[src/deepc_pkg.sv]
// Purpose: shared constants for the data eeprom program/erase control block
// Assumes: 16-bit register port, 100 MHz system clock
// Notes:   offsets and cycle times are chosen values held here once
package deepc_pkg;
	localparam logic [1:0]  ADDR_CONTROL     = 2'h0;
	localparam logic [1:0]  ADDR_KEY         = 2'h1;
	localparam logic [1:0]  ADDR_TARGET_LOW  = 2'h2;
	localparam logic [1:0]  ADDR_TARGET_HIGH = 2'h3;
	localparam logic [15:0] CONTROL_RESET    = 16'h0000;
	localparam logic [15:0] CONTROL_RW_MASK  = 16'h507F;
	localparam logic [7:0]  KEY_FIRST        = 8'h55;
	localparam logic [7:0]  KEY_SECOND       = 8'hAA;
	localparam int          BIT_START        = 15;
	localparam int          BIT_PERMIT       = 14;
	localparam int          BIT_ABORTED      = 13;
	localparam int          BIT_SKIP_ERASE   = 12;
	localparam int          BIT_ERASE_SEL    = 6;
	localparam logic [5:0]  CMD_ERASE_8      = 6'h1A;
	localparam logic [5:0]  CMD_ERASE_4      = 6'h19;
	localparam logic [5:0]  CMD_ERASE_1      = 6'h18;
	localparam logic [3:0]  CMD_BULK_HI      = 4'h4;
	localparam logic [3:0]  CMD_WRITE_HI     = 4'h2;
	localparam int          WORDS            = 256;
	localparam logic [23:0] EEPROM_BASE      = 24'h7F_FE00;
	localparam int          CLK_MHZ          = 100;
	localparam int          ERASE_TIME_US    = 2;
	localparam int          WRITE_TIME_US    = 2;
	localparam int          ERASE_CYCLES     = ERASE_TIME_US * CLK_MHZ;
	localparam int          WRITE_CYCLES     = WRITE_TIME_US * CLK_MHZ;
	typedef enum logic [1:0] {UNLOCK_IDLE, UNLOCK_GOT_FIRST, UNLOCK_OPEN} deepc_unlock_type;
	typedef enum logic [1:0] {OP_IDLE, OP_ERASE, OP_WRITE} deepc_op_type;
endpackage

[src/deepc_ctrl.sv]
// Purpose: data eeprom program/erase sequencer with unlock guard
// Assumes: processor writes registers over a plain strobe port, one clock
// Notes:   the array itself lies outside; this drives its erase/program pulses
// Function
// - start bit settable only in the one cycle after unlock; bits 14, 12 and 6..0 writable while idle
// - key register write-only, guards against accidents
// - start bit settable only, hardware clears done
// - permit bit enables, cleared on finish
// - aborted flag set on reset mid-cycle
// - skip-preerase bit omits automatic erase before write
// - control bits 11..7 read zero
// - erase-select picks erase or write
// - erase 8, 4, 1 words by command
// - 0100xx erases whole eeprom
// - 0010xx programs one word
// - processor never stalled during cycle
// - 256 words at 7FFE00h, 16 bits
// - done flag raised when cycle completes
// - target address captured from table write
//
// The implementer's own choices: the address-and-strobe port and the address map.
module deepc_ctrl
	import deepc_pkg::*;
#(
	parameter int ERASE_COUNT = deepc_pkg::ERASE_CYCLES,
	parameter int WRITE_COUNT = deepc_pkg::WRITE_CYCLES
)
(
	input  wire logic        sys_clk,        // system clock
	input  wire logic        reset,          // async active-high reset
	input  wire logic        abort_reset,    // master clear or watchdog reset event, async
	input  wire logic [1:0]  reg_addr,       // register index
	input  wire logic [15:0] reg_wdata,      // write data
	input  wire logic        reg_wr,         // write strobe
	input  wire logic        reg_rd,         // read strobe
	output logic      [15:0] reg_rdata,      // read data, cycle after strobe
	input  wire logic        tblwt_valid,    // table write executed
	input  wire logic [23:0] tblwt_addr,     // effective address of table write
	output logic             cycle_done_irq_flag, // one-cycle done pulse
	output logic             array_erase,    // erase pulse level to array
	output logic             array_program,  // program level to array
	output logic             array_bulk,     // whole-array select
	output logic      [7:0]  array_word,     // first word index
	output logic      [3:0]  array_count,    // words affected
	output logic             busy            // cycle running
);
	import deepc_pkg::*;

	deepc_unlock_type unlock_ff, nxt_unlock;
	deepc_op_type     op_ff, nxt_op;
	logic [15:0] ctrl_ff, nxt_ctrl;
	logic [23:0] target_ff;
	logic [15:0] timer_ff, nxt_timer;
	logic        write_pending_ff, nxt_write_pending;
	logic [15:0] rdata_ff;
	logic        done_ff, erase_ff, program_ff, bulk_ff;
	logic [7:0]  word_ff;
	logic [3:0]  count_ff;
	logic        abort_meta_ff, abort_sync_ff;
	logic        busy_ff;

	// decode of command field into erase word count; zero for any other command, bulk and write included
	function automatic logic [3:0] erase_words(input logic [5:0] cmd);
		if (cmd == CMD_ERASE_8)
			erase_words = 4'h8;
		else if (cmd == CMD_ERASE_4)
			erase_words = 4'h4;
		else if (cmd == CMD_ERASE_1)
			erase_words = 4'h1;
		else
			erase_words = 4'h0;
	endfunction

	wire wr_key      = reg_wr && (reg_addr == ADDR_KEY);
	wire wr_ctrl     = reg_wr && (reg_addr == ADDR_CONTROL);
	wire window_open = (unlock_ff == UNLOCK_OPEN);
	wire [5:0] cmd   = ctrl_ff[5:0];
	wire is_bulk     = cmd[5:2] == CMD_BULK_HI;
	wire is_write    = cmd[5:2] == CMD_WRITE_HI;
	wire [3:0] n_words = erase_words(cmd);
	wire start_req   = wr_ctrl && window_open && reg_wdata[BIT_START] && !ctrl_ff[BIT_START];
	wire permit_now  = reg_wdata[BIT_PERMIT];
	wire erase_sel   = reg_wdata[BIT_ERASE_SEL];
	wire [5:0] new_cmd = reg_wdata[5:0];
	wire legal_start = start_req && permit_now &&
		(erase_sel ? ((erase_words(new_cmd) != 4'h0) || (new_cmd[5:2] == CMD_BULK_HI))
			: (new_cmd[5:2] == CMD_WRITE_HI));
	wire timer_end   = (timer_ff == 16'h0000);
	wire in_range    = target_ff[23:9] == EEPROM_BASE[23:9];

	// unlock sequencer: any other write drops back to idle
	always_comb
	begin
		nxt_unlock = unlock_ff;
		if (unlock_ff == UNLOCK_OPEN)
			nxt_unlock = UNLOCK_IDLE;
		if (wr_key)
		begin
			if (reg_wdata[7:0] == KEY_FIRST)
				nxt_unlock = UNLOCK_GOT_FIRST;
			else if (reg_wdata[7:0] == KEY_SECOND && unlock_ff == UNLOCK_GOT_FIRST)
				nxt_unlock = UNLOCK_OPEN;
			else
				nxt_unlock = UNLOCK_IDLE;
		end
		else if (reg_wr && unlock_ff == UNLOCK_GOT_FIRST)
			nxt_unlock = UNLOCK_IDLE;
	end

	// control register and operation sequencer
	always_comb
	begin
		nxt_ctrl          = ctrl_ff;
		nxt_op            = op_ff;
		nxt_timer         = timer_ff;
		nxt_write_pending = write_pending_ff;
		if (wr_ctrl && !ctrl_ff[BIT_START])
		begin
			// configuration bits writable while idle; start bit set only by an unlocked start request
			nxt_ctrl = (reg_wdata & CONTROL_RW_MASK) | (ctrl_ff & ~CONTROL_RW_MASK);
			nxt_ctrl[BIT_START] = 1'b0;
			if (start_req)
			begin
				nxt_ctrl[BIT_START]   = 1'b1;
				nxt_ctrl[BIT_ABORTED] = !legal_start;
			end
		end
		case (op_ff)
			OP_IDLE:
			begin
				if (ctrl_ff[BIT_START])
				begin
					if (!ctrl_ff[BIT_PERMIT] || (n_words == 4'h0 && !is_bulk && !is_write) ||
						(!ctrl_ff[BIT_ERASE_SEL] && !is_write) || (!is_bulk && !in_range))
					begin
						// nothing legal to run: finish at once, flag shows the fault
						nxt_ctrl[BIT_START]   = 1'b0;
						nxt_ctrl[BIT_PERMIT]  = 1'b0;
						nxt_ctrl[BIT_ABORTED] = 1'b1;
					end
					else if (ctrl_ff[BIT_ERASE_SEL] || !ctrl_ff[BIT_SKIP_ERASE])
					begin
						nxt_op            = OP_ERASE;
						nxt_timer         = 16'(ERASE_COUNT - 1);
						nxt_write_pending = !ctrl_ff[BIT_ERASE_SEL];
					end
					else
					begin
						nxt_op    = OP_WRITE;
						nxt_timer = 16'(WRITE_COUNT - 1);
					end
				end
			end
			OP_ERASE:
			begin
				nxt_timer = timer_ff - 16'h0001;
				if (timer_end)
				begin
					if (write_pending_ff)
					begin
						nxt_op            = OP_WRITE;
						nxt_timer         = 16'(WRITE_COUNT - 1);
						nxt_write_pending = 1'b0;
					end
					else
						nxt_op = OP_IDLE;
				end
			end
			OP_WRITE:
			begin
				nxt_timer = timer_ff - 16'h0001;
				if (timer_end)
					nxt_op = OP_IDLE;
			end
			default:
				nxt_op = OP_IDLE;
		endcase
		if (op_ff != OP_IDLE && nxt_op == OP_IDLE)
		begin
			nxt_ctrl[BIT_START]   = 1'b0;
			nxt_ctrl[BIT_PERMIT]  = 1'b0;
			nxt_ctrl[BIT_ABORTED] = 1'b0;
		end
		if (abort_sync_ff && op_ff != OP_IDLE)
		begin
			// reset event mid-cycle kills the operation and sets the aborted flag
			nxt_op                = OP_IDLE;
			nxt_write_pending     = 1'b0;
			nxt_ctrl[BIT_START]   = 1'b0;
			nxt_ctrl[BIT_PERMIT]  = 1'b0;
			nxt_ctrl[BIT_ABORTED] = 1'b1;
		end
	end

	wire finishing = (op_ff != OP_IDLE) && timer_end && !write_pending_ff && !abort_sync_ff;

	// key register reads as zero; it cannot be seen
	wire [15:0] rd_mux = (reg_addr == ADDR_CONTROL)     ? ctrl_ff :
		(reg_addr == ADDR_TARGET_LOW)  ? target_ff[15:0] :
		(reg_addr == ADDR_TARGET_HIGH) ? {8'h00, target_ff[23:16]} :
		16'h0000;

	always_ff @(posedge sys_clk or posedge reset)
	begin
		if (reset)
		begin
			abort_meta_ff <= 1'b0;
			abort_sync_ff <= 1'b0;
		end
		else
		begin
			abort_meta_ff <= abort_reset;
			abort_sync_ff <= abort_meta_ff;
		end
	end

	always_ff @(posedge sys_clk or posedge reset)
	begin
		if (reset)
			unlock_ff <= UNLOCK_IDLE;
		else
			unlock_ff <= nxt_unlock;
	end

	always_ff @(posedge sys_clk or posedge reset)
	begin
		if (reset)
			op_ff <= OP_IDLE;
		else
			op_ff <= nxt_op;
	end

	always_ff @(posedge sys_clk or posedge reset)
	begin
		if (reset)
			ctrl_ff <= CONTROL_RESET;
		else
			ctrl_ff <= nxt_ctrl;
	end

	always_ff @(posedge sys_clk or posedge reset)
	begin
		if (reset)
			timer_ff <= 16'h0000;
		else
			timer_ff <= nxt_timer;
	end

	always_ff @(posedge sys_clk or posedge reset)
	begin
		if (reset)
			write_pending_ff <= 1'b0;
		else
			write_pending_ff <= nxt_write_pending;
	end

	// address follows the latest table write; frozen while a cycle runs
	always_ff @(posedge sys_clk or posedge reset)
	begin
		if (reset)
			target_ff <= 24'h00_0000;
		else if (tblwt_valid && op_ff == OP_IDLE)
			target_ff <= {1'b0, tblwt_addr[22:1], 1'b0};
	end

	// reads never wait, so the processor is not stalled by a running cycle
	always_ff @(posedge sys_clk or posedge reset)
	begin
		if (reset)
			rdata_ff <= 16'h0000;
		else if (reg_rd)
			rdata_ff <= rd_mux;
	end

	// array-side outputs are all registered so the array sees no decode glitches
	wire       nxt_done    = finishing;
	wire       nxt_erase   = (nxt_op == OP_ERASE);
	wire       nxt_program = (nxt_op == OP_WRITE);
	wire       nxt_bulk    = (nxt_op != OP_IDLE) && ctrl_ff[BIT_ERASE_SEL] && is_bulk;
	wire [7:0] nxt_word    = target_ff[8:1];
	wire [3:0] nxt_count   = is_write && !ctrl_ff[BIT_ERASE_SEL] ? 4'h1 : n_words;
	wire       nxt_busy    = (nxt_op != OP_IDLE);

	always_ff @(posedge sys_clk or posedge reset)
	begin
		if (reset)
			done_ff <= 1'b0;
		else
			done_ff <= nxt_done;
	end

	always_ff @(posedge sys_clk or posedge reset)
	begin
		if (reset)
			erase_ff <= 1'b0;
		else
			erase_ff <= nxt_erase;
	end

	always_ff @(posedge sys_clk or posedge reset)
	begin
		if (reset)
			program_ff <= 1'b0;
		else
			program_ff <= nxt_program;
	end

	always_ff @(posedge sys_clk or posedge reset)
	begin
		if (reset)
			bulk_ff <= 1'b0;
		else
			bulk_ff <= nxt_bulk;
	end

	always_ff @(posedge sys_clk or posedge reset)
	begin
		if (reset)
			word_ff <= 8'h00;
		else
			word_ff <= nxt_word;
	end

	always_ff @(posedge sys_clk or posedge reset)
	begin
		if (reset)
			count_ff <= 4'h0;
		else
			count_ff <= nxt_count;
	end

	// own flop rather than an or of two, so busy never glitches between phases
	always_ff @(posedge sys_clk or posedge reset)
	begin
		if (reset)
			busy_ff <= 1'b0;
		else
			busy_ff <= nxt_busy;
	end

	assign reg_rdata           = rdata_ff;
	assign cycle_done_irq_flag = done_ff;
	assign array_erase         = erase_ff;
	assign array_program       = program_ff;
	assign array_bulk          = bulk_ff;
	assign array_word          = word_ff;
	assign array_count         = count_ff;
	assign busy                = busy_ff;
endmodule

[config.mk]
export PLATFORM = sky130hd
export DESIGN_NAME = deepc_ctrl
export DESIGN_NICKNAME = d
export VERILOG_FILES = /design/src/deepc_pkg.sv /design/src/deepc_ctrl.sv
export SDC_FILE = /design/constraint.sdc
export NUM_CORES = 1
export LEC_CHECK = 0
export BUFFER_PORTS_ARGS = -buffer_cell sky130_fd_sc_hd__buf_2
export CAP_MARGIN = 20
export CORE_ASPECT_RATIO = 1.4
export CORE_MARGIN = 1
export CORE_UTILIZATION = 50
export DETAILED_ROUTE_END_ITERATION = 12
export PLACE_DENSITY = 0.76
export SETUP_SLACK_MARGIN = 0.15
export SLEW_MARGIN = 25
export SYNTH_ARGS = -nofsm -noshare
export SYNTH_HDL_FRONTEND = slang
export SYNTH_SLANG_ARGS = --single-unit
[constraint.sdc]
create_clock -name sys_clk -period 2.2 [get_ports sys_clk]
set_input_delay 0.11 -clock sys_clk [delete_from_list [all_inputs] [get_ports sys_clk]]
set_output_delay 0.11 -clock sys_clk [all_outputs]
set_load 0.05 [all_outputs]
======== Yosys cells after proc, flatten, opt, wreduce, memory -nomap -nowiden ========
Cells that the tools add are included.
cells by class
  $add $sub $neg .......................... 1
  equality and inequality tests ........... 28
  muxes and demuxes ....................... 43
  bitwise gates (word level) .............. 1
  reduce and logical (&&, ||, !) cells .... 51
operators by type and width
  kind                                                 number
  2-to-1 mux 16 bit                                    7
  one-hot mux 16 bit (3 select lines)                  1
  equality test 6 x 5 -> 1 bit, second input constant  6
  2-to-1 mux 2 bit                                     12
  logical AND 1 bit                                    23
  2-to-1 mux 3 bit                                     7
  zero test 16 bit                                     1
  subtractor 16 x 1 -> 16 bit, second input constant   1
  OR 15 x 14 -> 15 bit                                 1
  equality test 14 bit, second input constant          1
  2-to-1 mux 4 bit                                     3
  inequality test 3 bit, second input constant         4
  equality test 2 bit, second input constant           5
  zero test 1 bit                                      10
  2-to-1 mux 1 bit                                     10
  nonzero test 3 bit                                   3
  equality test 2 x 1 -> 1 bit, second input constant  4
  equality test 4 x 2 -> 1 bit, second input constant  2
  equality test 4 x 3 -> 1 bit, second input constant  2
  equality test 8 x 7 -> 1 bit, second input constant  1
  equality test 8 bit, second input constant           1
  2-to-1 mux 7 bit                                     1
  zero test 2 bit                                      3
  one-hot mux 2 bit (3 select lines)                   1
  other kinds (8)                                      14
word-level totals
  register bits after elaboration ......... 94
  input bits .............................. 48
  output and inout bits ................... 33

======== Longest topological paths before layout ========
Gate-level depths: netlist of the first run.
  depth after elaboration ................. 17
  gate-level depth with buffers ........... 9
  mapped depth without buffers ............ 8

======== Worst setup path after synthesis of the first run ========
OpenSTA, ideal clock, no wires.
  kind .................................... register to register
  start ................................... register timer_ff[0]
  end ..................................... register timer_ff[8]
  data arrival time ....................... 1.934 ns
  required time ........................... 2.073 ns
  setup slack ............................. 0.139 ns
  cell stages (with the launch flop) ...... 10
  cells stage by stage .................... dfrtp_1 inv_1 ha_1 nor3b_2 nand4_2 o311ai_2 buf_4 a21oi_1 o21ai_1 o31ai_2
between the ends
  cells in the longest elaborated chain, start to end .. 4
ends and longest elaborated chain
  what                                     RTL line                              RTL
  from (decl)                              deepc_ctrl.sv:53                      logic [15:0] timer_ff, nxt_timer;
  from (signal assigned)                   deepc_ctrl.sv:246                     timer_ff <= nxt_timer;
  subtractor 16 x 1 -> 16 bit              deepc_ctrl.sv:156, deepc_ctrl.sv:171
  2-to-1 mux 16 bit                        deepc_ctrl.sv:159                     if (write_pending_ff)
  2-to-1 mux 16 bit                        deepc_ctrl.sv:157                     if (timer_end)
  one-hot mux 16 bit (3 select lines) (*)  deepc_ctrl.sv:128                     case (op_ff)
Every way passes the cells marked *; elsewhere a longest branch is shown, timed or not.
A chain may end at the register's enable or synchronous reset.

======== Final worst setup path of the first run ========
  start ................................... register timer_ff[0]
  end ..................................... register timer_ff[10]
Same word-level chain as after synthesis.

==> results of run 1 <==
-- flip-flops by register name, summed over array words and instances, names as in the netlist --
register and count:
abort_meta_ff 1, abort_sync_ff 1, array_bulk 1, array_count 3, array_erase 1, array_program 1, array_word 8, busy 1
ctrl_ff 11, cycle_done_irq_flag 1, op_ff 2, reg_rdata 16, target_ff 22, timer_ff 16, unlock_ff 2, write_pending_ff 1
-- cell families after synthesis --
family,after synthesis
multiplexers,46
other,1
adder cells (fa/ha/maj),5
buffers and inverters,37
AND/OR/NAND/NOR,115
flip-flops,88
AO/OA/AOI/OAI,86
-- report_power, final --
group / switching [W] / leakage [nW] / internal [W] / total (W)
Sequential: 0.0000907 / 1.11 / 0.00174 / 0.00183
Clock: 0.000565 / 0.0886 / 0.000473 / 0.00104
Combinational: 0.000417 / 1.37 / 0.000262 / 0.000679
Total: 0.00107 / 2.57 / 0.00247 / 0.00355
-- metrics by stage --
| step | hold WS (ps) | total power [W] | TNS [ps] | worst slack, ps | instance area, um^2 |
|---|---|---|---|---|---|
| 2_1_floorplan | 141 | 0.00226 | 0 | 215 | 4140 |
| 3_5_place_dp | 197 | 0.00247 | 0 | 68.9 | 4740 |
| 4_1_cts | 2.33 | 0.00353 | 0 | 124 | 5170 |
| 5_1_grt | 8.71 | 0.00368 | -11.8 | -11.8 | 5460 |
| 3_3_place_gp | 189 | 0.00245 | 0 | 100 | 4740 |
| 6_report | 23.4 | 0.00355 | 0 | 94.5 | 5460 |
-- layer usage --
layer | GRT usage (%) | up-vias
li1 | - | 1604
met1 | 27.3 | 1720
met2 | 44.5 | 96
met3 | 4.32 | 18
met4 | 8.31 | 0
met5 | 0 | -
-- synthesized netlist by cell type, drive strengths merged, types with 2 or more instances --
master / count / share of area, %
dfrtp: 88 / 53
mux2: 39 / 11
nor2: 33 / 3.0
o21ai: 29 / 3.5
nand2: 24 / 2.2
inv: 19 / 1.7
a21oi: 17 / 2.2
buf: 13 / 1.8
o22ai: 11 / 1.7
nor4: 10 / 2.3
nor3: 9 / 1.1
nand2b: 8 / 1.2
mux2i: 7 / 1.7
nand3: 7 / 0.85
nand4: 7 / 1.2
a22oi: 6 / 1.1
clkbuf: 5 / 0.48
ha: 5 / 1.5
or2: 4 / 0.61
and3: 3 / 0.45
o31ai: 3 / 0.91
a2111oi: 2 / 0.58
a211oi: 2 / 0.36
a21o: 2 / 0.36
a31oi: 2 / 0.30
nand4b: 2 / 0.42
nor2b: 2 / 0.30
nor3b: 2 / 0.48
o21bai: 2 / 0.45
o41ai: 2 / 0.61
-- worst paths after layout --
kind | from | endpoint | slack, ps | cells after the start
worst min-delay path | tblwt_addr[15] | target_ff[15] | 20 | 2
worst max-delay path | timer_ff[0] | timer_ff[10] | 90 | 10
worst min register to register | abort_meta_ff | abort_sync_ff | 360 | 0
max in group asynchronous | reset | abort_sync_ff | 1100 | 4
worst max register to register | timer_ff[0] | timer_ff[10] | 90 | 10
min in group asynchronous | reset | reg_rdata[11] | 370 | 3
-- repair_timing --
| item | CTS | global route |
|---|---|---|
| pin swaps | 2 | 16 |
| setup endpoints to repair | 9 | 20 |
| hold endpoints to repair | 44 | 1 |
| hold buffers | 22 | 1 |
| gates resized for setup | 4 | 43 |
| gates cloned | 0 | 1 |
| setup buffers | 2 | 6 |
-- area by class of cell --
type                    count  area, um^2
inverters                  19        75.1
clock inverters             4        28.8
repair buffers            128         882
clock buffers              12         155
multi-input cells         253        1990
well taps                 100         125
flip-flops and latches     88        2200
fillers                   589        2430
-- cell usage in the layout, fill, tap and decap left out, types with 11 or more instances in the layout --
master,n
a21oi_1,16
dlygate4sd3_1,23
buf_2,72
o21ai_1,15
inv_1,18
nand2_1,23
clkbuf_8,11
nor2_1,28
o22ai_1,11
buf_4,27
mux2_2,36
dfrtp_1,87
==> out/metrics.yaml, run 1 <==
critical_path:
  cp_max_fo: 6
  critPathBufInv: 3
  timing_worst_setup_path_type: "reg2reg"
  required_ps: 2430
  cpMaxStageDelayCell: "dfrtp_1"
  crit_family: "simple AND/OR/NAND/NOR gates"
  worst_setup_path_end_kind: "register"
  cp-start-kind: "register"
  crit_chain: "inv_1 > ha_2 > nor3b_4 > buf_4 > buf_4 > nand2_1 > nor3_1 > nor2_4 > o21ai_2 > o21ai_2"
  arrival_ps: 2330
  crit_path_max_incr_delay_ps: 420
finish:
  drive_above_1_share_pct: 39.3
  antenna_cells: 0
  final_cells: 604
  fin_util_pct: 69.2
  syn2layout_area_growth_pct: 32.1
  fin_nets: 552
synth:
  async_flop_share_pct: 100
  synth_adder_area_share_pct: 1.51
  synth_top_family_by_area: "simple AND/OR/NAND/NOR gates"
  synthCells: 378
  netlist_area_mm2: 0.00413
  synth_simple_gate_area_share_pct: 15.0
  synthMuxAreaShare_pct: 12.3
  synth_edf_count: 0
  syn-num-nets: 431
  avgSynthCellArea_um2: 10.9
  seq_area_frac_synth_pct: 53.3
  synth_cell_types: 59
  synth_flop_cell: "dfrtp_1"
  ys_warn_count: 0
  ys_seq_elements: 88
  synth_xor_xnor_area_share_pct: 0
  synth_compound_area_share_pct: 13.8
sta:
  fin_skew_ps: 9.15
  relSlewSlack_pct: 61.9
  clock.fmax_mhz: 475
  period_minus_slack_ps: 2110
  hold_viol_final: 0
  min_period_over_period_pct: 95.7
  setup_viol: 0
  rsz0062_at_grt: "true"
  tightest_slew_ps: 570
  slew_violations: 0
power:
  peakVddDrop_v: 0.000449
  p_per_area_mw_per_mm2: 650
  p_leak_nw: 2.57
cts:
  cts-root-buf: "clkbuf_8"
  clock_sinks: 88
  insertion_delay_ps: 350
  cts_tree: "yes"
  clk_pin_slew_worst_paths_ps: 90
  cts_max_path_buffers: 2
  cts_buffers: 9
  htreeDepth: 3
place:
  dp.cells: 556
  gp_congestion: 0.831
  dp_hpwl_um: 6870
  numPortBuffers: 72
drt:
  first_pass_iters: 4
  drc: 0
  wl_met2_um: 5740
  drt_iter0_markers: 156
  wl_met1_um: 4030
  wl_met3_um: 357
  detail_route.wl_per_cell_um: 17.2
  vias: 3438
  routed.top_layer: "met4"
  viasPerCell: 5.69
  detail-route-antenna-nets: 0
  wl_um: 10400
global_route:
  grt_start_max_net_pins: 41
  grt_overflow: 0
  grt_pass1_wl_um: 15800
  grt_pass1_vias: 3433
  gr-usage-all-layers_pct: 23.9
  antenna_found_initial: 0
floorplan:
  ios: 81
  die_x_um: 78.8
  fp.dieH_um: 110
  die-area_mm2: 0.00864
  coreArea_mm2: 0.00789
  rows: 38
  start_util_pct: 52.3
run:
  maxCapViolCount: 0
status:
  status: "completed"
worst_hold_path:
  hold_path_class: "in2reg"
Note: power is estimated with default switching activity, not from simulation.
==> run 2, diff against run 1 <==
Settings changed: CORE_UTILIZATION 50 to 55, PLACE_DENSITY 0.76 to 0.8.
Clock period 2.2 ns to 2.61 ns, I/O delays scaled along.
==> run 2 against run 1 <==
Net effect: global-route usage up 2.9 points; non-clock buffer count down 28; die area down 8.9%; combinational power down 25%; sequential share of layout area up 3.8 points; worst hold slack worse by 17 ps; critical path type unchanged; critical endpoint is now timer_ff[12]; largest cell class unchanged.
==> out/metrics.yaml, run 2 (synthesis results as in run 1) <==
place:
  dp.cells: 538  # -3.2%
  dp_hpwl_um: 6450  # -6.0%
  numPortBuffers: 72  # unchanged
  gp_congestion: 0.867  # +4.3%
global_route:
  grt_overflow: 0  # unchanged
  antenna_found_initial: 0  # unchanged
  grt_pass1_wl_um: 15700  # -0.57%
  gr-usage-all-layers_pct: 26.8  # +2.9 points
  grt_pass1_vias: 3366  # -2.0%
  grt_start_max_net_pins: 47  # +15%
floorplan:
  ios: 81  # unchanged
  die_x_um: 75.3  # -4.5%
  start_util_pct: 56.5  # +4.1 points
  fp.dieH_um: 105  # -4.6%
  die-area_mm2: 0.00787  # -8.9%
  coreArea_mm2: 0.00731  # -7.3%
  rows: 37  # -2.6%
critical_path:
  required_ps: 2870  # +440 ps
  critPathBufInv: 0  # -3
  worst_setup_path_end_kind: "register"
  cp-start-kind: "register"
  crit_path_max_incr_delay_ps: 420  # about the same
  cp.depth: 6  # -4
  timing_worst_setup_path_type: "reg2reg"
  r2r-end: "timer_ff[12]"
  r2r_setup_slack_ps: 330  # +240 ps
  cp_max_fo: 11  # +5
  endpoint: "timer_ff[12]"
  arrival_ps: 2530  # +200 ps
  cpMaxStageDelayCell: "dfrtp_1"
  crit_chain: "nand4_1 > nor4_2 > o21bai_2 > a21o_1 > or2_1 > o41ai_1"
  r2r-start: "ctrl_ff[14]"
  crit_family: "simple AND/OR/NAND/NOR gates"
  r2r_cells: 6  # -4
  critPathLaunch: "ctrl_ff[14]"
finish:
  fin_nets: 524  # -5.1%
  antenna_cells: 0  # unchanged
  final_cell_mix: "dfrtp_1 (88), buf_2 (72), mux2_2 (36), nor2_1 (33), nand2_1 (23)"
  drive_above_1_share_pct: 31.5  # -7.8 points
  syn2layout_area_growth_pct: 20.7
  layout_commonest_cell: "dfrtp_1"
  final_cells: 573  # -5.1%
  top_register: "target_ff"
  fin_util_pct: 68.2  # -0.97 points
  largest_register_ffs: 22  # unchanged
drt:
  detail-route-antenna-nets: 0  # unchanged
  drt_iter0_markers: 174  # +12%
  first_pass_iters: 4  # unchanged
  vias: 3320  # -3.4%
  viasPerCell: 5.79  # +1.8%
  wl_um: 9640  # -7.0%
  detail_route.wl_per_cell_um: 16.8  # -2.0%
  drc: 0  # unchanged
sta:
  period_minus_slack_ps: 2280  # +174 ps
  slew_violations: 0  # unchanged
  clock.fmax_mhz: 439  # -7.6%
  fin_skew_ps: 15.6  # +6.49 ps
  tightest_slew_ps: 817  # +247 ps
  hold_viol_final: 0  # unchanged
  rsz0062_at_grt: "false"
  min_period_over_period_pct: 87.3  # -8.4 points
  setup_viol: 0  # unchanged
  setup_tns_ps: 0  # unchanged
  relSlewSlack_pct: 44.1  # -18 points
power:
  p_leak_nw: 2.35  # -8.4%
  p_per_area_mw_per_mm2: 605  # -6.8%
  peakVddDrop_v: 0.000492  # +9.5%
  fin_total_pwr_w: 0.00302  # -15%
cts:
  cts-root-buf: "clkbuf_8"
  postCtsSetupBuffers: 0  # -2
  cts_resized: 0  # -4
  cts_max_path_buffers: 2  # unchanged
  insertion_delay_ps: 370  # +20 ps
  cts_buffers: 9  # unchanged
  htreeDepth: 3  # unchanged
  cts_tree: "yes"
  clk_pin_slew_worst_paths_ps: 90  # about the same
  clock_sinks: 88  # unchanged
status:
  status: "completed"
worst_hold_path:
  hold_path_depth: 2  # unchanged
  hold_path_class: "in2reg"
run:
  maxCapViolCount: 0  # unchanged
run 2: cell types whose count changed in the layout (fill, tap and decap cells not counted), moves of 4 or more:
cell,change
nor4_4,-4
buf_4,-19
o21ai_1,+5
nor2_1,+5
nor4_1,+4
nor2_4,-4
dlygate4sd3_1,-4
o21ai_2,-5
run 2: worst register-to-register path, cell delays in order, from the launching register on:
cell and delay (ps):
dfrtp_1 420, nand4_1 150, nor4_2 400, o21bai_2 190, a21o_1 220, or2_1 400, o41ai_1 390
run 2: worst min path at each step:
stage | start | to
4_1_cts | tblwt_addr[14] | target_ff[14]
3_5_place_dp | abort_reset | abort_meta_ff
2_1_floorplan | abort_reset | abort_meta_ff
3_3_place_gp | abort_reset | abort_meta_ff
5_1_grt | tblwt_addr[13] | target_ff[13]
6_report | tblwt_addr[11] | target_ff[11]
run 2: repair_timing:
action | 4_1_cts | 5_1_grt
hold buffers | 19 | 0
hold endpoints to repair | 60 | 0
setup endpoints to repair | 0 | 0
run 2: layer usage:
metal  share of wire [%]  up-vias  track usage (%)
li1                    -     1541                -
met1                  38     1649             30.5
met2                  54      102             45.8
met3                 4.5       28             5.11
met4                 3.6        0             14.7
met5                   0        -                0
run 2: final cells by class:
cell class	count	area (um^2)
multi-input cells	253	1770
fillers	557	2330
repair buffers	100	631
clock buffers	10	128
clock inverters	6	67.6
flip-flops and latches	88	2200
inverters	19	72.6
well taps	97	121
run 2: report_power, final:
| group | leakage (nW) | switching (W) | internal (W) | total, W |
|---|---|---|---|---|
| sequential | 1.11 | 0.0000894 | 0.00146 | 0.00155 |
| clock | 0.0933 | 0.000509 | 0.000448 | 0.000957 |
| combinational | 1.15 | 0.000318 | 0.000189 | 0.000507 |
run 2: through the flow:
step	instance area, um^2	setup WS (ps)	hold slack [ps]
2_1_floorplan	4130	201	162
3_3_place_gp	4600	435	242
3_5_place_dp	4600	355	246
4_1_cts	4990	330	0.468
5_1_grt	4990	245	2.76
6_report	4990	330	6.03
